<file path="src/core/gsc_pkg.sv">
package gsc_pkg;
  // timing, in own units
  localparam int unsigned CLK_HZ     = 20_000_000;
  localparam int unsigned DEB_MS     = 10;
  localparam int unsigned SPLASH_S   = 5;
  localparam int unsigned AS_DELAY_S = 5;
  localparam int unsigned BYE_S      = 3;
  localparam logic [7:0]  SPLASH_T   = 8'(SPLASH_S);
  localparam logic [7:0]  BYE_T      = 8'(BYE_S);

  // value limits of the set-up items
  localparam logic [7:0]  BL_MAX  = 8'h09;
  localparam logic [7:0]  BYTE_MAX = 8'hFF;
  localparam logic [7:0]  FLAG_MAX = 8'h01;
  localparam logic [7:0]  GT_MAX  = 8'h0F;

  // register byte offsets
  localparam logic [4:0]  A_STATUS = 5'h00;
  localparam logic [4:0]  A_COOL   = 5'h04;
  localparam logic [4:0]  A_HOT    = 5'h08;
  localparam logic [4:0]  A_PASS   = 5'h0C;
  localparam logic [4:0]  A_CFG    = 5'h10;

  // reset values
  localparam logic [7:0]  COOL_RST = 8'h3C;
  localparam logic [7:0]  HOT_RST  = 8'h78;
  localparam logic [15:0] PASS_RST = 16'h0000;

  typedef enum logic [3:0] {
    S_OFF, S_SPLASH, S_STBY, S_START, S_RUN, S_STOP, S_COOL,
    S_SETUP, S_SUB, S_ACK, S_BYE
  } gsc_state_t;

  typedef enum logic [3:0] {
    ST_OFF, ST_SPLASH, ST_STBY, ST_AUTO, ST_START, ST_RUN, ST_STOP,
    ST_COOL, ST_SETUP, ST_SUB, ST_AS_ON, ST_AS_OFF, ST_BYE
  } gsc_stat_t;

  typedef enum logic [1:0] {SPD_STOP, SPD_IDLE, SPD_NORM, SPD_MAX} gsc_spd_t;

  typedef enum logic [3:0] {
    M_BL1, M_BL2, M_DIM, M_CFG, M_NET, M_SAVE, M_AS, M_SERV, M_PRIME, M_DEG
  } gsc_item_t;

  typedef struct packed {
    logic [3:0] bl_norm;
    logic [3:0] bl_dim;
    logic [7:0] dim_time;
    logic [7:0] panel_bus_identifier;
    logic [3:0] gen_type;
    logic       autostart;
  } gsc_cfg_t;

  typedef struct packed {
    logic onoff;
    logic startstop;
    logic up;
    logic down;
    logic remote_start_input;
    logic clutch;
    logic eng_run;
  } gsc_in_t;

  typedef struct packed {
    gsc_spd_t speed;
    logic     run;
    logic     conv_en;
  } gsc_eng_t;

  typedef struct packed {
    logic [15:0] rsv;
    logic [7:0]  countdown;
    logic [1:0]  rsv2;
    logic        dimmed;
    logic        as_active;
    gsc_stat_t   stat;
  } gsc_status_t;
endpackage

</file>
<file path="src/core/gsc_ctrl.sv">
// How it works
// clutch engaged: engine commanded to maximum speed
// clutch released: speed back to normal
// stop press when running: stopping, then stand-by
// hot head on stop: cool-down timer, countdown
// cool-down: converter off, engine at idle
// cool-down ignores remote start requests
// cool-down expiry stops engine automatically
// stop press during cool-down stops at once
// manual start/stop under autostart drops autostart
// remote asserted 5 s: autostart starts generator
// remote released 5 s: autostart stops generator
// status shows autostart instead of stand-by
// autostart flag kept in nonvolatile memory
// set-up entered by down during splash
// cursors move item, start/stop opens it
// normal and dimmed backlight, 0 to 9
// dim after idle dim time, 0 disables
// save writes settings, goodbye 3 s, off
// saved values apply at next power-up
// config changes need the password
// autostart sub-menu toggles, confirms, acknowledges
// after power-on: stand-by, start or off
// hot limit and cool-down length stored
// inputs debounced, one event per press
`timescale 1ns/100ps
module gsc_ctrl #(
  parameter int unsigned SEC_CYC  = gsc_pkg::CLK_HZ,
  parameter int unsigned DEB_CYC  = gsc_pkg::CLK_HZ / 1000 * gsc_pkg::DEB_MS,
  parameter int unsigned AS_CYC   = SEC_CYC * gsc_pkg::AS_DELAY_S,
  parameter logic [15:0] CFG_PASS = 16'hA5C3 // arbitrary value
) (
  // clock, reset, enable
  input  wire logic              hclk,
  input  wire logic              hresetn,
  input  wire logic              ce,
  // ahb-lite slave
  input  wire logic              hsel,
  input  wire logic [31:0]       haddr,
  input  wire logic [1:0]        htrans,
  input  wire logic              hwrite,
  input  wire logic [2:0]        hsize,
  input  wire logic [31:0]       hwdata,
  input  wire logic              hready,
  output logic                   hreadyout,
  output logic                   hresp,
  output logic [31:0]            hrdata,
  // panel pins and sensors
  input  wire gsc_pkg::gsc_in_t  pins,
  input  wire logic [7:0]        cht_temp,
  // nonvolatile settings store
  input  wire gsc_pkg::gsc_cfg_t nvm_rdata,
  output logic                   nvm_wr,
  output gsc_pkg::gsc_cfg_t      nvm_wdata,
  // engine, display, power
  output gsc_pkg::gsc_eng_t      eng,
  output gsc_pkg::gsc_stat_t     status,
  output logic [7:0]             countdown,
  output logic [3:0]             backlight,
  output logic                   power_en
);
  localparam int unsigned NIN = $bits(gsc_pkg::gsc_in_t);

  gsc_pkg::gsc_state_t state_r;
  gsc_pkg::gsc_item_t  menu_r;
  gsc_pkg::gsc_cfg_t   act_r, edit_r;
  gsc_pkg::gsc_in_t    lvl, ev;
  logic [NIN-1:0]      s1_r, s2_r, deb_r, debq_r;
  logic [31:0]         dcnt_r [NIN];
  logic [31:0]         pre_r, as_cnt_r;
  logic [7:0]          tmr_r, sub_r, dim_cnt_r, cool_r, hot_r;
  logic [15:0]         pass_r;
  logic                sec_tick, tmr_done, manual_r, as_active_r;
  logic                rem_seen_r, as_fire, as_start, as_stop, pw_ok;
  logic                dimmed, stop_req, ap_we_r, any_btn;
  logic [4:0]          ap_addr_r;

  function automatic logic [7:0] item_lim(gsc_pkg::gsc_item_t m,
                                          logic unlocked);
    case (m)
      gsc_pkg::M_BL1, gsc_pkg::M_BL2: item_lim = gsc_pkg::BL_MAX;
      gsc_pkg::M_DIM, gsc_pkg::M_NET: item_lim = gsc_pkg::BYTE_MAX;
      gsc_pkg::M_AS:  item_lim = gsc_pkg::FLAG_MAX;
      gsc_pkg::M_CFG: item_lim = unlocked ? gsc_pkg::GT_MAX : 8'h00;
      default:        item_lim = 8'h00;
    endcase
  endfunction

  function automatic logic [7:0] item_val(gsc_pkg::gsc_cfg_t c,
                                          gsc_pkg::gsc_item_t m);
    case (m)
      gsc_pkg::M_BL1: item_val = {4'h0, c.bl_norm};
      gsc_pkg::M_BL2: item_val = {4'h0, c.bl_dim};
      gsc_pkg::M_DIM: item_val = c.dim_time;
      gsc_pkg::M_NET: item_val = c.panel_bus_identifier;
      gsc_pkg::M_CFG: item_val = {4'h0, c.gen_type};
      gsc_pkg::M_AS:  item_val = {7'h00, c.autostart};
      default:        item_val = 8'h00;
    endcase
  endfunction

  // two-flop sync, then a stable-count filter per pin
  always_ff @(posedge hclk or negedge hresetn) begin
    if (!hresetn) begin
      s1_r <= '0;
      s2_r <= '0;
    end else if (ce) begin
      s1_r <= pins;
      s2_r <= s1_r;
    end
  end

  always_ff @(posedge hclk or negedge hresetn) begin
    if (!hresetn) begin
      deb_r  <= '0;
      debq_r <= '0;
      for (int i = 0; i < NIN; i++) dcnt_r[i] <= '0;
    end else if (ce) begin
      debq_r <= deb_r;
      for (int i = 0; i < NIN; i++) begin
        if (s2_r[i] == deb_r[i]) begin
          dcnt_r[i] <= '0;
        end else if (dcnt_r[i] == 32'(DEB_CYC - 1)) begin
          deb_r[i]  <= s2_r[i];
          dcnt_r[i] <= '0;
        end else begin
          dcnt_r[i] <= dcnt_r[i] + 32'h1;
        end
      end
    end
  end

  assign lvl     = deb_r;
  assign ev      = ce ? (deb_r & ~debq_r) : '0;
  assign any_btn = ev.onoff | ev.startstop | ev.up | ev.down;

  // remote contact must hold its new level for the full delay
  always_ff @(posedge hclk or negedge hresetn) begin
    if (!hresetn) begin
      rem_seen_r  <= 1'b0;
      as_cnt_r    <= '0;
      as_active_r <= 1'b0;
    end else if (ce) begin
      if (lvl.remote_start_input == rem_seen_r) begin
        as_cnt_r <= '0;
      end else if (as_cnt_r == 32'(AS_CYC - 1)) begin
        rem_seen_r <= lvl.remote_start_input;
        as_cnt_r   <= '0;
      end else begin
        as_cnt_r <= as_cnt_r + 32'h1;
      end
      if (state_r == gsc_pkg::S_OFF && ev.onoff)
        as_active_r <= nvm_rdata.autostart;
      else if (state_r == gsc_pkg::S_STOP && !lvl.eng_run && manual_r)
        as_active_r <= 1'b0;
    end
  end

  assign as_fire  = ce && lvl.remote_start_input != rem_seen_r
                    && as_cnt_r == 32'(AS_CYC - 1);
  assign as_start = as_fire && lvl.remote_start_input && as_active_r;
  assign as_stop  = as_fire && !lvl.remote_start_input && as_active_r;
  assign sec_tick = pre_r == 32'(SEC_CYC - 1);
  assign tmr_done = sec_tick && tmr_r <= 8'h01;
  assign pw_ok    = pass_r == CFG_PASS;
  assign stop_req = ev.startstop || (as_stop && !manual_r);

  // operating sequence; timer loads restart the second prescaler
  always_ff @(posedge hclk or negedge hresetn) begin
    if (!hresetn) begin
      state_r  <= gsc_pkg::S_OFF;
      tmr_r    <= '0;
      pre_r    <= '0;
      manual_r <= 1'b0;
    end else if (ce) begin
      pre_r <= sec_tick ? '0 : pre_r + 32'h1;
      if (sec_tick && tmr_r != 8'h00) tmr_r <= tmr_r - 8'h01;
      case (state_r)
        gsc_pkg::S_OFF: if (ev.onoff) begin
          state_r <= gsc_pkg::S_SPLASH;
          tmr_r   <= gsc_pkg::SPLASH_T;
          pre_r   <= '0;
        end
        gsc_pkg::S_SPLASH: begin
          if (ev.down) state_r <= gsc_pkg::S_SETUP;
          else if (tmr_done) state_r <= gsc_pkg::S_STBY;
        end
        gsc_pkg::S_STBY: begin
          if (ev.onoff) begin
            state_r <= gsc_pkg::S_OFF;
          end else if (ev.startstop) begin
            state_r  <= gsc_pkg::S_START;
            manual_r <= 1'b1;
          end else if (as_start) begin
            state_r  <= gsc_pkg::S_START;
            manual_r <= 1'b0;
          end
        end
        gsc_pkg::S_START: begin
          if (ev.startstop) state_r <= gsc_pkg::S_STOP;
          else if (lvl.eng_run) state_r <= gsc_pkg::S_RUN;
        end
        gsc_pkg::S_RUN: if (stop_req) begin
          if (cht_temp >= hot_r) begin
            state_r <= gsc_pkg::S_COOL;
            tmr_r   <= cool_r;
            pre_r   <= '0;
          end else begin
            state_r <= gsc_pkg::S_STOP;
          end
        end
        gsc_pkg::S_COOL: begin
          // remote events are not looked at here
          if (ev.startstop) state_r <= gsc_pkg::S_STOP;
          else if (tmr_r == 8'h00 || tmr_done)
            state_r <= gsc_pkg::S_STOP;
        end
        gsc_pkg::S_STOP: if (!lvl.eng_run) begin
          state_r  <= gsc_pkg::S_STBY;
          manual_r <= 1'b0;
        end
        gsc_pkg::S_SETUP: if (ev.startstop) begin
          case (menu_r)
            gsc_pkg::M_SAVE: begin
              state_r <= gsc_pkg::S_BYE;
              tmr_r   <= gsc_pkg::BYE_T;
              pre_r   <= '0;
            end
            gsc_pkg::M_BL1, gsc_pkg::M_BL2, gsc_pkg::M_DIM,
            gsc_pkg::M_CFG, gsc_pkg::M_NET, gsc_pkg::M_AS:
              state_r <= gsc_pkg::S_SUB;
            default: state_r <= gsc_pkg::S_SETUP;
          endcase
        end
        gsc_pkg::S_SUB: if (ev.startstop) begin
          if (menu_r == gsc_pkg::M_AS) begin
            state_r <= gsc_pkg::S_ACK;
            tmr_r   <= gsc_pkg::BYE_T;
            pre_r   <= '0;
          end else begin
            state_r <= gsc_pkg::S_SETUP;
          end
        end
        gsc_pkg::S_ACK: if (tmr_done) begin
          state_r <= gsc_pkg::S_BYE;
          tmr_r   <= gsc_pkg::BYE_T;
          pre_r   <= '0;
        end
        gsc_pkg::S_BYE: if (tmr_done) state_r <= gsc_pkg::S_OFF;
        default: state_r <= gsc_pkg::S_OFF;
      endcase
    end
  end

  // set-up menu; edits stay apart from the applied copy
  always_ff @(posedge hclk or negedge hresetn) begin
    if (!hresetn) begin
      menu_r    <= gsc_pkg::M_BL1;
      sub_r     <= '0;
      edit_r    <= '0;
      act_r     <= '0;
      nvm_wr    <= 1'b0;
      nvm_wdata <= '0;
    end else if (ce) begin
      nvm_wr <= 1'b0;
      if (state_r == gsc_pkg::S_OFF && ev.onoff) begin
        act_r  <= nvm_rdata;
        edit_r <= nvm_rdata;
        menu_r <= gsc_pkg::M_BL1;
      end
      if (state_r == gsc_pkg::S_SETUP) begin
        if (ev.up)
          menu_r <= menu_r == gsc_pkg::M_BL1 ? gsc_pkg::M_DEG
                    : gsc_pkg::gsc_item_t'(menu_r - 4'h1);
        else if (ev.down)
          menu_r <= menu_r == gsc_pkg::M_DEG ? gsc_pkg::M_BL1
                    : gsc_pkg::gsc_item_t'(menu_r + 4'h1);
        else if (ev.startstop)
          sub_r <= item_val(edit_r, menu_r);
        if (ev.startstop && menu_r == gsc_pkg::M_SAVE) begin
          nvm_wr    <= 1'b1;
          nvm_wdata <= edit_r;
        end
      end
      if (state_r == gsc_pkg::S_SUB) begin
        if (ev.up && sub_r < item_lim(menu_r, pw_ok))
          sub_r <= sub_r + 8'h01;
        else if (ev.down && sub_r != 8'h00 &&
                 item_lim(menu_r, pw_ok) != 8'h00)
          sub_r <= sub_r - 8'h01;
        else if (ev.startstop) begin
          case (menu_r)
            gsc_pkg::M_BL1: edit_r.bl_norm  <= sub_r[3:0];
            gsc_pkg::M_BL2: edit_r.bl_dim   <= sub_r[3:0];
            gsc_pkg::M_DIM: edit_r.dim_time <= sub_r;
            gsc_pkg::M_NET: edit_r.panel_bus_identifier <= sub_r;
            gsc_pkg::M_CFG:
              if (pw_ok) edit_r.gen_type <= sub_r[3:0];
            gsc_pkg::M_AS: begin
              edit_r.autostart    <= sub_r[0];
              nvm_wr              <= 1'b1;
              nvm_wdata           <= edit_r;
              nvm_wdata.autostart <= sub_r[0];
            end
            default: edit_r <= edit_r;
          endcase
        end
      end
    end
  end

  // backlight dimming from the values applied at power-up
  assign dimmed = act_r.dim_time != 8'h00 && dim_cnt_r >= act_r.dim_time;

  always_ff @(posedge hclk or negedge hresetn) begin
    if (!hresetn) begin
      dim_cnt_r <= '0;
      backlight <= '0;
    end else if (ce) begin
      if (any_btn) dim_cnt_r <= '0;
      else if (sec_tick && dim_cnt_r != gsc_pkg::BYTE_MAX)
        dim_cnt_r <= dim_cnt_r + 8'h01;
      if (state_r == gsc_pkg::S_OFF) backlight <= '0;
      else backlight <= dimmed ? act_r.bl_dim : act_r.bl_norm;
    end
  end

  // registered engine, display and power outputs
  always_ff @(posedge hclk or negedge hresetn) begin
    if (!hresetn) begin
      eng       <= '0;
      status    <= gsc_pkg::ST_OFF;
      countdown <= '0;
      power_en  <= 1'b0;
    end else if (ce) begin
      power_en    <= state_r != gsc_pkg::S_OFF;
      countdown   <= state_r == gsc_pkg::S_COOL ? tmr_r : 8'h00;
      eng.run     <= state_r == gsc_pkg::S_START ||
                     state_r == gsc_pkg::S_RUN || state_r == gsc_pkg::S_COOL;
      eng.conv_en <= state_r == gsc_pkg::S_RUN;
      case (state_r)
        gsc_pkg::S_RUN:
          eng.speed <= lvl.clutch ? gsc_pkg::SPD_MAX
                       : gsc_pkg::SPD_NORM;
        gsc_pkg::S_START: eng.speed <= gsc_pkg::SPD_NORM;
        gsc_pkg::S_COOL:  eng.speed <= gsc_pkg::SPD_IDLE;
        default:          eng.speed <= gsc_pkg::SPD_STOP;
      endcase
      case (state_r)
        gsc_pkg::S_SPLASH: status <= gsc_pkg::ST_SPLASH;
        gsc_pkg::S_STBY:
          status <= as_active_r ? gsc_pkg::ST_AUTO
                    : gsc_pkg::ST_STBY;
        gsc_pkg::S_START: status <= gsc_pkg::ST_START;
        gsc_pkg::S_RUN:   status <= gsc_pkg::ST_RUN;
        gsc_pkg::S_STOP:  status <= gsc_pkg::ST_STOP;
        gsc_pkg::S_COOL:  status <= gsc_pkg::ST_COOL;
        gsc_pkg::S_SETUP: status <= gsc_pkg::ST_SETUP;
        gsc_pkg::S_SUB:   status <= gsc_pkg::ST_SUB;
        gsc_pkg::S_ACK:
          status <= edit_r.autostart ? gsc_pkg::ST_AS_ON
                    : gsc_pkg::ST_AS_OFF;
        gsc_pkg::S_BYE:   status <= gsc_pkg::ST_BYE;
        default:          status <= gsc_pkg::ST_OFF;
      endcase
    end
  end

  // ahb-lite slave, no wait states while enabled
  assign hreadyout = ce;
  assign hresp     = 1'b0;

  always_ff @(posedge hclk or negedge hresetn) begin
    if (!hresetn) begin
      ap_we_r   <= 1'b0;
      ap_addr_r <= '0;
      hrdata    <= '0;
      cool_r    <= gsc_pkg::COOL_RST;
      hot_r     <= gsc_pkg::HOT_RST;
      pass_r    <= gsc_pkg::PASS_RST;
    end else if (ce) begin
      if (ap_we_r) begin
        case (ap_addr_r)
          gsc_pkg::A_COOL: cool_r <= hwdata[7:0];
          gsc_pkg::A_HOT:  hot_r  <= hwdata[7:0];
          gsc_pkg::A_PASS: pass_r <= hwdata[15:0];
          default:         cool_r <= cool_r;
        endcase
      end
      ap_we_r <= hsel && hready && htrans[1] && hwrite;
      if (hsel && hready && htrans[1]) ap_addr_r <= haddr[4:0];
      if (hsel && hready && htrans[1] && !hwrite) begin
        case (haddr[4:0])
          gsc_pkg::A_STATUS:
            hrdata <= {16'h0000, tmr_r, 2'b00, dimmed, as_active_r,
                       status};
          gsc_pkg::A_COOL: hrdata <= {24'h000000, cool_r};
          gsc_pkg::A_HOT:  hrdata <= {24'h000000, hot_r};
          gsc_pkg::A_PASS: hrdata <= {31'h00000000, pw_ok};
          gsc_pkg::A_CFG:  hrdata <= {3'h0, act_r};
          default:         hrdata <= 32'h00000000;
        endcase
      end
    end
  end

  property p_clutch_max;
    @(posedge hclk) disable iff (!hresetn)
    ce && state_r == gsc_pkg::S_RUN && lvl.clutch
      |=> eng.speed == gsc_pkg::SPD_MAX;
  endproperty
  a_clutch_max: assert property (p_clutch_max)
    else $error("clutch without max speed");

  property p_clutch_rel;
    @(posedge hclk) disable iff (!hresetn)
    ce && state_r == gsc_pkg::S_RUN && !lvl.clutch
      |=> eng.speed == gsc_pkg::SPD_NORM;
  endproperty
  a_clutch_rel: assert property (p_clutch_rel)
    else $error("speed not normal after clutch");

  property p_stop_cold;
    @(posedge hclk) disable iff (!hresetn)
    state_r == gsc_pkg::S_RUN && ev.startstop && cht_temp < hot_r
      |=> state_r == gsc_pkg::S_STOP ##1 status == gsc_pkg::ST_STOP
          || !ce;
  endproperty
  a_stop_cold: assert property (p_stop_cold)
    else $error("cold stop did not stop");

  property p_stop_hot;
    @(posedge hclk) disable iff (!hresetn)
    state_r == gsc_pkg::S_RUN && ev.startstop && cht_temp >= hot_r
      |=> state_r == gsc_pkg::S_COOL && tmr_r == $past(cool_r);
  endproperty
  a_stop_hot: assert property (p_stop_hot)
    else $error("hot stop skipped cool-down");

  property p_cool_out;
    @(posedge hclk) disable iff (!hresetn)
    ce && state_r == gsc_pkg::S_COOL
      |=> !eng.conv_en && eng.speed == gsc_pkg::SPD_IDLE && eng.run;
  endproperty
  a_cool_out: assert property (p_cool_out)
    else $error("cool-down outputs wrong");

  property p_cool_hold;
    @(posedge hclk) disable iff (!hresetn)
    state_r == gsc_pkg::S_COOL && !ev.startstop && !tmr_done
      && tmr_r != 8'h00 |=> state_r == gsc_pkg::S_COOL;
  endproperty
  a_cool_hold: assert property (p_cool_hold)
    else $error("cool-down left early");

  property p_abort;
    @(posedge hclk) disable iff (!hresetn)
    state_r == gsc_pkg::S_COOL && ev.startstop
      |=> state_r == gsc_pkg::S_STOP ##1 !eng.run || !ce;
  endproperty
  a_abort: assert property (p_abort)
    else $error("abort did not stop engine");

  property p_setup_entry;
    @(posedge hclk) disable iff (!hresetn)
    $rose(state_r == gsc_pkg::S_SETUP)
      |-> $past(state_r) inside {gsc_pkg::S_SPLASH, gsc_pkg::S_SUB};
  endproperty
  a_setup_entry: assert property (p_setup_entry)
    else $error("set-up entered from wrong state");

  property p_bl_range;
    @(posedge hclk) disable iff (!hresetn)
    edit_r.bl_norm <= gsc_pkg::BL_MAX[3:0]
      && edit_r.bl_dim <= gsc_pkg::BL_MAX[3:0];
  endproperty
  a_bl_range: assert property (p_bl_range)
    else $error("backlight level above nine");

  property p_save;
    @(posedge hclk) disable iff (!hresetn)
    state_r == gsc_pkg::S_SETUP && ev.startstop
      && menu_r == gsc_pkg::M_SAVE
      |=> nvm_wr && nvm_wdata == $past(edit_r)
          && state_r == gsc_pkg::S_BYE;
  endproperty
  a_save: assert property (p_save)
    else $error("save did not write settings");
endmodule

</file>
<file path="config.mk">
export PLATFORM = sky130hd
export DESIGN_NAME = gsc_ctrl
export DESIGN_NICKNAME = d
export VERILOG_FILES = /design/src/core/gsc_pkg.sv /design/src/core/gsc_ctrl.sv
export SDC_FILE = /design/constraint.sdc
export NUM_CORES = 1
export LEC_CHECK = 0
export BUFFER_PORTS_ARGS = -buffer_cell sky130_fd_sc_hd__buf_2
export CORE_AREA = 2 2 220 222
export CTS_BUF_LIST = sky130_fd_sc_hd__clkbuf_16
export CTS_CLUSTER_SIZE = 20
export DETAILED_ROUTE_END_ITERATION = 8
export DIE_AREA = 0 0 222 224
export GPL_TIMING_DRIVEN = 0
export HOLD_SLACK_MARGIN = 0.1
export PLACE_DENSITY = 0.79
export SETUP_SLACK_MARGIN = 0.15
export SLEW_MARGIN = 0
export SYNTH_ARGS = -nofsm -noshare
export SYNTH_HDL_FRONTEND = slang
export SYNTH_SLANG_ARGS = --single-unit
export TNS_END_PERCENT = 30
</file>
<file path="constraint.sdc">
create_clock -name hclk -period 8.3 [get_ports hclk]
set_input_delay 2.49 -clock hclk [delete_from_list [all_inputs] [get_ports hclk]]
set_output_delay 2.49 -clock hclk [all_outputs]
set_load 0.1 [all_outputs]
</file>
==> run_summary.xml <==
<?xml version="1.0" encoding="UTF-8"?>
<metrics>
  <group name="setup_path">
    <metric name="worstSetupPathType" unit="">in -&gt; reg</metric>
    <metric name="worstSetupStartpointType" unit="">input pin</metric>
    <metric name="worstPathMaxFanout" unit="">10</metric>
    <metric name="worst-endpoint-required" unit="ns">8.74</metric>
    <metric name="setup.worst_path.end_class" unit="">flip-flop</metric>
    <metric name="cp.arrival" unit="ns">7.39</metric>
  </group>
  <group name="global_routing">
    <metric name="largest_net_degree_at_the_start_of_global_routing" unit="">124</metric>
    <metric name="grt_first_pass_wirelength" unit="um">139000</metric>
    <metric name="grt_remaining_overflow" unit="">0</metric>
    <metric name="vias_in_the_first_global_route" unit="">25000</metric>
    <metric name="grt_antenna_before_repair" unit="">3</metric>
    <metric name="grt_usage" unit="%">35.0</metric>
  </group>
  <group name="detailed_routing">
    <metric name="drc" unit="">0</metric>
    <metric name="detailedRoute.firstPassIterationCount" unit="">6</metric>
    <metric name="num_vias" unit="">26400</metric>
    <metric name="detail_route.wirelength" unit="um">88100</metric>
    <metric name="vias_per_cell" unit="">6.65</metric>
    <metric name="drt_iter0_markers" unit="">3297</metric>
    <metric name="ant_nets" unit="">0</metric>
    <metric name="routed_wire_length_per_instance" unit="um">22.2</metric>
  </group>
  <group name="sta">
    <metric name="relSlewSlack" unit="%">9.87</metric>
    <metric name="setup_tns" unit="ns">0</metric>
    <metric name="grt_setup_unrepaired" unit="">false</metric>
    <metric name="fin_crit_sh" unit="%">83.8</metric>
    <metric name="slew_of_the_pin_with_the_lowest_slew_margin" unit="ns">1.35</metric>
    <metric name="period_minus_slack" unit="ns">6.96</metric>
    <metric name="worst_clock_skew" unit="ns">0.0168</metric>
    <metric name="hold_violations" unit="">0</metric>
    <metric name="max_clock_freq" unit="MHz">144</metric>
    <metric name="setup_viol" unit="">0</metric>
    <metric name="max_transition_viols_final" unit="">0</metric>
  </group>
  <group name="layout">
    <metric name="post-route-util" unit="%">66.7</metric>
    <metric name="fin_nets" unit="">3459</metric>
    <metric name="flow.area_growth_from_synthesis" unit="%">12.3</metric>
    <metric name="antenna_cells" unit="">0</metric>
    <metric name="fraction_of_layout_cells_with_a_size_suffix_above_1" unit="%">11.0</metric>
  </group>
  <group name="flow_run">
    <metric name="maxCapViolations" unit="">0</metric>
  </group>
  <group name="power_and_ir_drop">
    <metric name="peakVddDrop" unit="mV">0.224</metric>
    <metric name="power_per_cell_area" unit="nW/um2">209</metric>
    <metric name="total_power" unit="mW">6.61</metric>
    <metric name="p_leak" unit="nW">13.8</metric>
  </group>
  <group name="place">
    <metric name="hpwl" unit="um">62000</metric>
    <metric name="numPortBuffers" unit="">151</metric>
    <metric name="finalWeightedCongestion" unit="">0.924</metric>
  </group>
  <group name="die">
    <metric name="die_w" unit="um">222</metric>
    <metric name="die_h" unit="um">224</metric>
    <metric name="top_level_ports" unit="">204</metric>
    <metric name="core_area" unit="um2">47300</metric>
    <metric name="initial_core_util" unit="%">59.4</metric>
    <metric name="dieArea" unit="um2">49700</metric>
    <metric name="placement_rows" unit="">80</metric>
  </group>
  <group name="synth">
    <metric name="synth.cells.most_frequent" unit="">516 x sky130_fd_sc_hd__dfrtp_1, 434 x sky130_fd_sc_hd__nand2_1, 303 x sky130_fd_sc_hd__o21ai_0</metric>
    <metric name="synth-main-ff-cell" unit="">sky130_fd_sc_hd__dfrtp_1</metric>
    <metric name="synth_area_leaders" unit="">sky130_fd_sc_hd__dfrtp_1 46%, sky130_fd_sc_hd__nand2_1 5.8%, sky130_fd_sc_hd__o21ai_0 5.4%, sky130_fd_sc_hd__mux2_2 3.4%, sky130_fd_sc_hd__nand3_1 2.5%</metric>
    <metric name="synth_top_area_share" unit="%">45.9</metric>
    <metric name="synth-compound-area-share" unit="%">19.4</metric>
    <metric name="synth_edf_count" unit="">0</metric>
    <metric name="post_synth_and_or_nand_nor_area_fraction" unit="%">22.2</metric>
    <metric name="syn_area" unit="um2">28100</metric>
    <metric name="main_combinational_cell_family_by_area_after_synthesis" unit="">simple AND/OR/NAND/NOR gates</metric>
    <metric name="synth_cell_types" unit="">85</metric>
    <metric name="synth.area.mux_share" unit="%">4.24</metric>
    <metric name="number_of_standard_cells_after_synthesis" unit="">3084</metric>
    <metric name="ys_seq_elements" unit="">524</metric>
    <metric name="synth.yosys.seq_area_share" unit="%">46.7</metric>
    <metric name="netlist.top_cell.by_area" unit="">sky130_fd_sc_hd__dfrtp_1</metric>
    <metric name="synth-warning-count" unit="">0</metric>
    <metric name="synthArstFlopShare" unit="%">100</metric>
    <metric name="synth.most_common_cell" unit="">sky130_fd_sc_hd__dfrtp_1</metric>
    <metric name="yosys.area_share.adder" unit="%">1.69</metric>
    <metric name="synth-xor-area-share" unit="%">2.15</metric>
    <metric name="average_footprint_of_a_synthesized_cell" unit="um2">9.12</metric>
  </group>
  <group name="clock_network">
    <metric name="tritoncts" unit="">done</metric>
    <metric name="number_of_buffers_created_by_cts" unit="">57</metric>
    <metric name="worst_setup_hold_path_clk_slew" unit="ns">0.06</metric>
    <metric name="cts-htree-levels" unit="">2</metric>
    <metric name="post_cts_hold_buffer_count" unit="">0</metric>
    <metric name="clock_path_buffers" unit="">3</metric>
    <metric name="clock_sink_count" unit="">524</metric>
    <metric name="cts_resized" unit="">0</metric>
    <metric name="clock_latency" unit="ns">0.63</metric>
    <metric name="post-cts-setup-buffers" unit="">0</metric>
    <metric name="cts_root_buffer" unit="">sky130_fd_sc_hd__clkbuf_16</metric>
  </group>
  <group name="run_status">
    <metric name="run_status" unit="">complete, no violations</metric>
  </group>
  <group name="min_path">
    <metric name="worst_hold_path_type" unit="">reg -&gt; reg</metric>
  </group>
</metrics>
[per-layer routing]
metal | wire length (um) | vias to the layer above | global-route usage, %
li1 | - | 11800 | -
met1 | 35600 | 12900 | 47.0
met2 | 40400 | 1367 | 55.6
met3 | 7580 | 275 | 6.19
met4 | 4520 | 4 | 16.5
met5 | 27 | - | 0
[report_power, final]
group / internal (mW) / leakage [nW] / switching [mW]
clock: 1.40 / 0.923 / 1.07
sequential: 2.69 / 7.05 / 0.153
combinational: 0.358 / 5.82 / 0.938
[layout by cell type (no fill, tap or decap), drive strengths merged, types with 22 or more instances in the layout]
cell    netlist  routed
xnor2        37      37
or3          22      22
ha           38      38
dfrtp       516     516
nand4        77      77
xor2         32      32
nor2b        35      35
a21o         29      29
o22ai        42      42
clkinv        1      25
clkbuf      153     212
a31oi        60      60
o31ai        81      81
and2         30      30
a22o         45      45
nor3         54      54
mux2         85      85
and3         72      72
nor4         76      76
nand3       142     142
buf          24     180
a21oi        75      75
nand2b       34      34
nor2        179     179
a22oi        28      28
o21ai       305     305
nand2       436     436
inv          87     103
[flip-flops by register name, summed over array words and instances, names as in the netlist, 5 cells and up]
name and cells:
act_r 29, ap_addr_r 5, as_cnt_r 32, cool_r 8
countdown 8, dcnt_r 224, deb_r 7, dim_cnt_r 8
edit_r 29, hot_r 8, hrdata 29, nvm_wdata 29
pass_r 16, pre_r 32, s1_r 7, s2_r 7
sub_r 8, tmr_r 8
[cells by family after synthesis]
kind of cell               Yosys count
AOI/OAI and AO/OA                  833
xor gates and xnor gates            69
adders and majority gates           38
buffers and inverters              265
DFF                                524
muxes                              106
other                                1
and+or+nand+nor                   1248
[path summary, 6_finish.rpt]
| kind | depth (start not counted) | start | slack (ns) | to |
|---|---|---|---|---|
| max | 7 | ce | 1.34 | dcnt_r[192] |
| min | 1 | dcnt_r[223] | 0.48 | dcnt_r[223] |
| max reg2reg | 15 | menu_r[0] | 3.08 | edit_r[4] |
| min reg2reg | 1 | dcnt_r[223] | 0.48 | dcnt_r[223] |
| max in group asynchronous | 3 | hresetn | 4.94 | hrdata[26] |
| min in group asynchronous | 1 | hresetn | 1.87 | dcnt_r[67] |
[stage by stage]
stage	cell area, um2	hold slack, ns	std cells	worst slack (ns)
6_report	31600	0.482	3962	1.34
5_1_grt	31600	0.501	3962	1.50
4_1_cts	31600	0.474	3962	1.53
3_3_place_gp	29600	0.455	3853	-5.86
2_1_floorplan	28100	0.437	3087	3.06
3_5_place_dp	29800	0.463	3858	0.888
[critical path, stage by stage]
cell,delay [ns]
sky130_fd_sc_hd__clkbuf_1,0.70
sky130_fd_sc_hd__clkbuf_1,0.86
sky130_fd_sc_hd__clkbuf_1,0.83
sky130_fd_sc_hd__clkbuf_1,0.55
sky130_fd_sc_hd__clkbuf_1,0.76
sky130_fd_sc_hd__clkbuf_1,0.98
sky130_fd_sc_hd__mux2i_1,0.19
[final cells by class]
type / count / area [um2]
fillers: 3795 / 15800
well taps: 615 / 769
inverters: 88 / 330
flip-flops and latches: 524 / 13100
clock buffers: 59 / 1480
multi-input cells: 2298 / 14000
plain buffers: 177 / 691
repair buffers: 156 / 883
clock inverters: 45 / 299
Power figures use the tool's default switching activity.
